### config.mk
export PLATFORM = sky130hd
export DESIGN_NAME = prc_top
export DESIGN_NICKNAME = d
export VERILOG_FILES = /design/src/common/prc_pkg.sv /design/src/rtl/prc_top.sv /design/src/rtl/prc_reg_bank.sv
export VERILOG_INCLUDE_DIRS = /design/src /design/src/common
export SDC_FILE = /design/constraint.sdc
export NUM_CORES = 1
export LEC_CHECK = 0
export BUFFER_PORTS_ARGS = -buffer_cell sky130_fd_sc_hd__buf_2
export CORE_MARGIN = 5
export CORE_UTILIZATION = 30
export CTS_CLUSTER_DIAMETER = 80
export DETAILED_ROUTE_END_ITERATION = 12
export GPL_TIMING_DRIVEN = 0
export PLACE_DENSITY = 0.59
export SLEW_MARGIN = 0
export SYNTH_ARGS = -nofsm -noshare
export SYNTH_HDL_FRONTEND = slang
export SYNTH_SLANG_ARGS = --single-unit
### constraint.sdc
create_clock -name core_clk -period 2.9 [get_ports core_clk]
set_input_delay 0.29 -clock core_clk [delete_from_list [all_inputs] [get_ports core_clk]]
set_output_delay 0.29 -clock core_clk [all_outputs]
set_load 0.03 [all_outputs]
### src/common/prc_consts.svh
// Constants for the PCI-side reset domain control block
`ifndef PRC_CONSTS_SVH
`define PRC_CONSTS_SVH

// ----------------------------------------------------------------------------
// Storage geometry
// ----------------------------------------------------------------------------
`define PRC_NUM_REGS 4
`define PRC_IDX_W 2
`define PRC_DATA_W 8

// ----------------------------------------------------------------------------
// Reset values
// ----------------------------------------------------------------------------
`define PRC_REG_RST 8'h00
`define PRC_PIN_RST 8'h00

`endif

### src/common/prc_pkg.sv
// Types shared by the reset domain control block
`include "prc_consts.svh"

package prc_pkg;

  typedef enum logic [1:0] {
    PRC_ST_RESET = 2'b00,
    PRC_ST_SUSP = 2'b01,
    PRC_ST_RUN = 2'b10
  } prc_state_t;

  typedef struct packed {
    logic en;
    logic [`PRC_IDX_W-1:0] idx;
    logic [`PRC_DATA_W-1:0] data;
  } prc_wr_t;

  typedef struct packed {
    logic oe;
    logic [`PRC_DATA_W-1:0] dout;
  } prc_pin_t;

  typedef logic [`PRC_NUM_REGS-1:0][`PRC_DATA_W-1:0] prc_bank_t;

endpackage : prc_pkg

### src/rtl/prc_top.sv
// Reset, suspend and output-float control for the bus-side logic
`timescale 1ns/1ps
`include "prc_consts.svh"

module prc_top
  import prc_pkg::*;
(
  input wire logic core_clk,
  input wire logic rstn,
  input wire logic global_reset_in,
  input wire logic bus_reset_in,
  input wire logic suspend_in,
  input wire prc_pkg::prc_wr_t wr,
  input wire logic [`PRC_IDX_W-1:0] rd_idx,
  input wire logic drive_req,
  input wire logic [`PRC_IDX_W-1:0] drive_idx,
  output prc_pkg::prc_pin_t pin,
  output logic [`PRC_DATA_W-1:0] rd_data,
  output logic ready,
  output logic suspended
);
  import prc_pkg::*;

  // --------------------------------------------------------------------------
  // Reset decode
  // --------------------------------------------------------------------------
  // Global reset outranks suspend; suspend only shields the bus reset
  function automatic prc_state_t next_state(input logic g, input logic b,
                                            input logic s);
    prc_state_t st;
    st = PRC_ST_RUN;
    if (g) begin
      st = PRC_ST_RESET;
    end else if (b && s) begin
      st = PRC_ST_SUSP;
    end else if (b) begin
      st = PRC_ST_RESET;
    end
    return st;
  endfunction : next_state

  function automatic logic must_clear(input logic g, input logic b,
                                      input logic s);
    return g || (b && !s);
  endfunction : must_clear

  prc_state_t state_r;
  prc_state_t state_nxt;
  logic clr;
  logic floating;
  prc_wr_t wr_gated;
  prc_bank_t bank_q;

  // All inputs are used straight from the clock edge; no synchronisers
  always_comb begin
    state_nxt = next_state(global_reset_in, bus_reset_in, suspend_in);
    clr = must_clear(global_reset_in, bus_reset_in, suspend_in);
    floating = global_reset_in || bus_reset_in;
    wr_gated = wr;
    // Writes only while running and no reset is present this cycle
    wr_gated.en = wr.en && (state_r == PRC_ST_RUN) && !floating;
  end

  // --------------------------------------------------------------------------
  // State
  // --------------------------------------------------------------------------
  always_ff @(posedge core_clk or negedge rstn) begin
    if (!rstn) begin
      state_r <= PRC_ST_RESET;
    end else begin
      state_r <= state_nxt;
    end
  end

  // --------------------------------------------------------------------------
  // Register storage
  // --------------------------------------------------------------------------
  prc_reg_bank u_bank (
    .core_clk(core_clk),
    .rstn(rstn),
    .clr(clr),
    .wr(wr_gated),
    .q(bank_q)
  );

  // --------------------------------------------------------------------------
  // Pin drivers
  // --------------------------------------------------------------------------
  // Enable drops in the same edge that sees a reset, so the pin never
  // drives for a cycle after reset is seen
  always_ff @(posedge core_clk or negedge rstn) begin
    if (!rstn) begin
      pin.oe <= 1'b0;
      pin.dout <= `PRC_PIN_RST;
    end else if (state_nxt != PRC_ST_RUN) begin
      pin.oe <= 1'b0;
      pin.dout <= `PRC_PIN_RST;
    end else begin
      pin.oe <= drive_req;
      pin.dout <= bank_q[drive_idx];
    end
  end

  // --------------------------------------------------------------------------
  // Read-back and status
  // --------------------------------------------------------------------------
  always_ff @(posedge core_clk or negedge rstn) begin
    if (!rstn) begin
      rd_data <= `PRC_REG_RST;
    end else if (state_nxt != PRC_ST_RUN) begin
      rd_data <= `PRC_REG_RST;
    end else begin
      rd_data <= bank_q[rd_idx];
    end
  end

  always_ff @(posedge core_clk or negedge rstn) begin
    if (!rstn) begin
      ready <= 1'b0;
    end else begin
      ready <= (state_nxt == PRC_ST_RUN);
    end
  end

  always_ff @(posedge core_clk or negedge rstn) begin
    if (!rstn) begin
      suspended <= 1'b0;
    end else begin
      suspended <= (state_nxt == PRC_ST_SUSP);
    end
  end
endmodule : prc_top

### src/rtl/prc_reg_bank.sv
// Register bank that can be cleared or left untouched to retain contents
`timescale 1ns/1ps
`include "prc_consts.svh"

module prc_reg_bank
  import prc_pkg::*;
(
  input wire logic core_clk,
  input wire logic rstn,
  input wire logic clr,
  input wire prc_pkg::prc_wr_t wr,
  output prc_pkg::prc_bank_t q
);
  import prc_pkg::*;

  // --------------------------------------------------------------------------
  // Storage
  // --------------------------------------------------------------------------
  // Retention is simply the absence of clr and wr.en; the caller gates both
  always_ff @(posedge core_clk or negedge rstn) begin
    if (!rstn) begin
      for (int i = 0; i < `PRC_NUM_REGS; i++) begin
        q[i] <= `PRC_REG_RST;
      end
    end else if (clr) begin
      for (int i = 0; i < `PRC_NUM_REGS; i++) begin
        q[i] <= `PRC_REG_RST;
      end
    end else if (wr.en) begin
      q[wr.idx] <= wr.data;
    end
  end

endmodule : prc_reg_bank

==> metrics.md <==
| Metric | Value |
|---|---|
| Total placed cells including tap cells | `327` |
| Net Count, Synth | `209` |
| Hold Crit Depth | `2` |
| Crit path capture type | `flip-flop` |
| Main area contributors after synthesis | `dfrtp_1 51%, mux4_2 14%, mux2i_1 13%` |
| Cells after Synth | `188` |
| Seq/Total Area, Yosys | `0.509` |
| PwrDens | `approximately 430 nW/um^2` |
| Clock Tree Buf Depth | `2` |
| Synth top cells by count | `52 x dfrtp_1, 35 x o211ai_1, 32 x mux2i_1, 17 x and2_1, 16 x mux4_2` |
| Final net count | `250` |
| CTS clk-pin slew, worst paths | `0.09 ns` |
| Area delta synth->final | `14.8%` |
| Post-detail-place hpwl | `4210 um` |
| Hold_buf cts | `0` |
| DR pass1 iterations | `4` |
| Count leader, synth | `dfrtp_1` |
| Layout Cells excl Fill | `approximately 330` |
| RSZ-0062 raised after global routing | `no` |
| Met3 wire length | `365 um` |
| R2r setup slk | `roughly 1.4 ns` |
| Syn. warnings | `0` |
| Worst-Skew Late Latency | `0.31 ns` |
| # DRC | `0` |
| Crit path DAT | `1.75 ns` |
| Layout cell share with drive strength beyond 1 | `0.288` |
| Critical Path Slowest Stage Cell | `dfrtp_1` |
| Post-CTS setup buffer count | `0` |
| Slew Viols, Final | `0` |
| Slew @ Worst Pin | `roughly 1.2 ns` |
| Max-slew headroom | `0.212` |
| Via density | `5.21` |
| Via count | `1741` |
| Outcome | `finished clean` |
| CP required | `3.12 ns` |
| F_max | `654 MHz` |
| Critical path cell sequence | `nor4b_4, nand3_2, mux2i_1` |
| Maximum fanout along the worst path | `8` |
| DRT met1 WL | `about 2700 um` |
| CTS Sinks | `52` |
| CP peak stage delay | `0.41 ns` |
| Gp weighted congestion | `0.755` |
| Final Hold Fails | `0` |
| Met2 wire len | `3120 um` |
| Fin worst setup slack | `1.37 ns` |
| Die area | `10500 sq um` |
| Post-CTS resize count | `0` |
| Die Y | `102 um` |
| Post-synth ARST share | `1.00` |
| Total leakage power | `about 1.5 nW` |
| Final number of setup-violating endpoints | `0` |
| Routed WL | `6230 um` |
| Antenna cells | `0` |
| Iter 0 DRT Violations | `135` |
| Top-area cell type share of the netlist area | `0.509` |
| CTS tree | `built` |
| Post-synth EDFFs | `0` |
| Global route overflow | `0` |
| Pre-CTS setup slack | `1.29 ns` |
| Core area | `around 8300 sq um` |
| H-Tree Depth | `2` |
| Highest metal used | `met4` |
| TritonCTS buffer count | `5` |
| Syn_area_per_cell | `13.6 sq um` |
| Power Total | `1.25 mW` |
| Routed Antenna Nets | `0` |
| Buffers on Ports | `34` |
| Max_cap viols | `0` |
| Tightest Hold Check Type | `input pin to flip-flop` |
| Vias in the first global route | `1781` |
| Die span in x | `102 um` |
| Initial Util | `0.310` |
| WL/cell | `18.7 um` |
| Pin count of the biggest net entering global routing | `53` |
| Layout Skew | `0.00782 ns` |
| Total track usage | `0.126` |
| Initial antenna violation count | `0` |
| Rows | `33` |
| Post-Route Setup TNS | `0 ns` |
| Synth area leader | `dfrtp_1` |
| First-pass GRT wire length | `9890 um` |
| R2R depth | `3` |
| Peak VDD IR | `0.000165 V` |
| I/O pins | `40` |
| Setup crit start kind | `flip-flop` |
| Crit share post-route | `0.528` |
| Top_reg_cell synth | `dfrtp_1` |
| Fill cell count | `846` |
| Yosys reg bits | `52` |
| Yosys cell types | `18` |
| Post-Syn Area | `2560 sq um` |
| Worst setup path class | `flip-flop to flip-flop` |
| Root Buffer | `clkbuf_8` |
| Min Clock Period, post-route | `1.53 ns` |
| WHS | `0.178 ns` |
==> report_power, final <==
group / internal [mW] / switching, mW / total (mW)
Clock: 0.165 / 0.236 / 0.401
Combinational: 0.0324 / 0.0834 / 0.116
Sequential: 0.729 / 0.00264 / 0.732
==> path summary, 6_finish.rpt <==
check	startpoint	to
setup / recovery	state_r[0]$_DFF_PN0_	u_bank.q[3]$_DFFE_PN0P_
hold / removal	drive_req	pin[8]$_DFF_PN0_
setup reg to reg	state_r[0]$_DFF_PN0_	u_bank.q[3]$_DFFE_PN0P_
hold reg to reg	u_bank.q[14]$_DFFE_PN0P_	u_bank.q[14]$_DFFE_PN0P_
max in group asynchronous	rstn	pin[2]$_DFF_PN0_
min in group asynchronous	rstn	ready$_DFF_PN0_
==> cells by family after synthesis <==
| kind of cell | after synthesis | synth area share |
|---|---|---|
| flops | 52 | 0.509 |
| compound gates | 35 | 0.103 |
| mux | 48 | 0.266 |
| simple gates | 26 | 0.0788 |
| buf+inv | 27 | 0.0435 |
==> metrics by stage <==
stage | cell area, sq um | util
final | 2940 | 0.356
after global routing | 2940 | 0.356
after CTS | 2940 | 0.356
after detailed placement | 2860 | 0.346
after global placement | 2860 | 0.346
after floorplan | 2560 | -
==> cell usage in the layout, fill, tap and decap left out, drive strengths merged <==
cell type   n
nand4b      2
mux2i      32
o211ai     35
mux4       16
nand3       1
clkinv      2
and3        2
nor4b       1
and2       17
dfrtp      52
inv         9
nand4       1
clkbuf     15
buf        42
nor2        2
==> routing by layer <==
metal | global-route usage | up-vias
li1 | - | 788
met1 | 0.163 | 901
met2 | 0.207 | 44
met3 | 0.0348 | 8
met4 | 0.0363 | 0
met5 | 0 | -
==> flip-flops by register name (all words and copies together), names as in the netlist <==
| signal | flops |
|---|---|
| u_bank.q | 32 |
| state_r | 1 |
| pin | 9 |
| rd_data | 8 |
| ready | 1 |
| suspended | 1 |
==> critical path: cells and delay by family, from the launching register on <==
kind / cells / cell delay [ns]
flops: 1 / 0.41
simple gates: 2 / 0.75
mux: 1 / 0.29
==> layout make-up <==
| class | count | area [sq um] | share of cell area |
|---|---|---|---|
| Sequential cell | 52 | 1300 | 0.443 |
| Inverter | 10 | 37.5 | 0.0128 |
| Tap cell | 105 | 131 | 0.0447 |
| Multi-Input combinational cell | 109 | 1140 | 0.390 |
| Buffer | 17 | 73.8 | 0.0251 |
| Timing Repair Buffer | 34 | 170 | 0.0579 |
| Clock inverter | 1 | 5.00 | 0.00170 |
| Clock buffer | 6 | 72.6 | 0.0247 |
No activity file was read; power rests on OpenSTA's default activity.
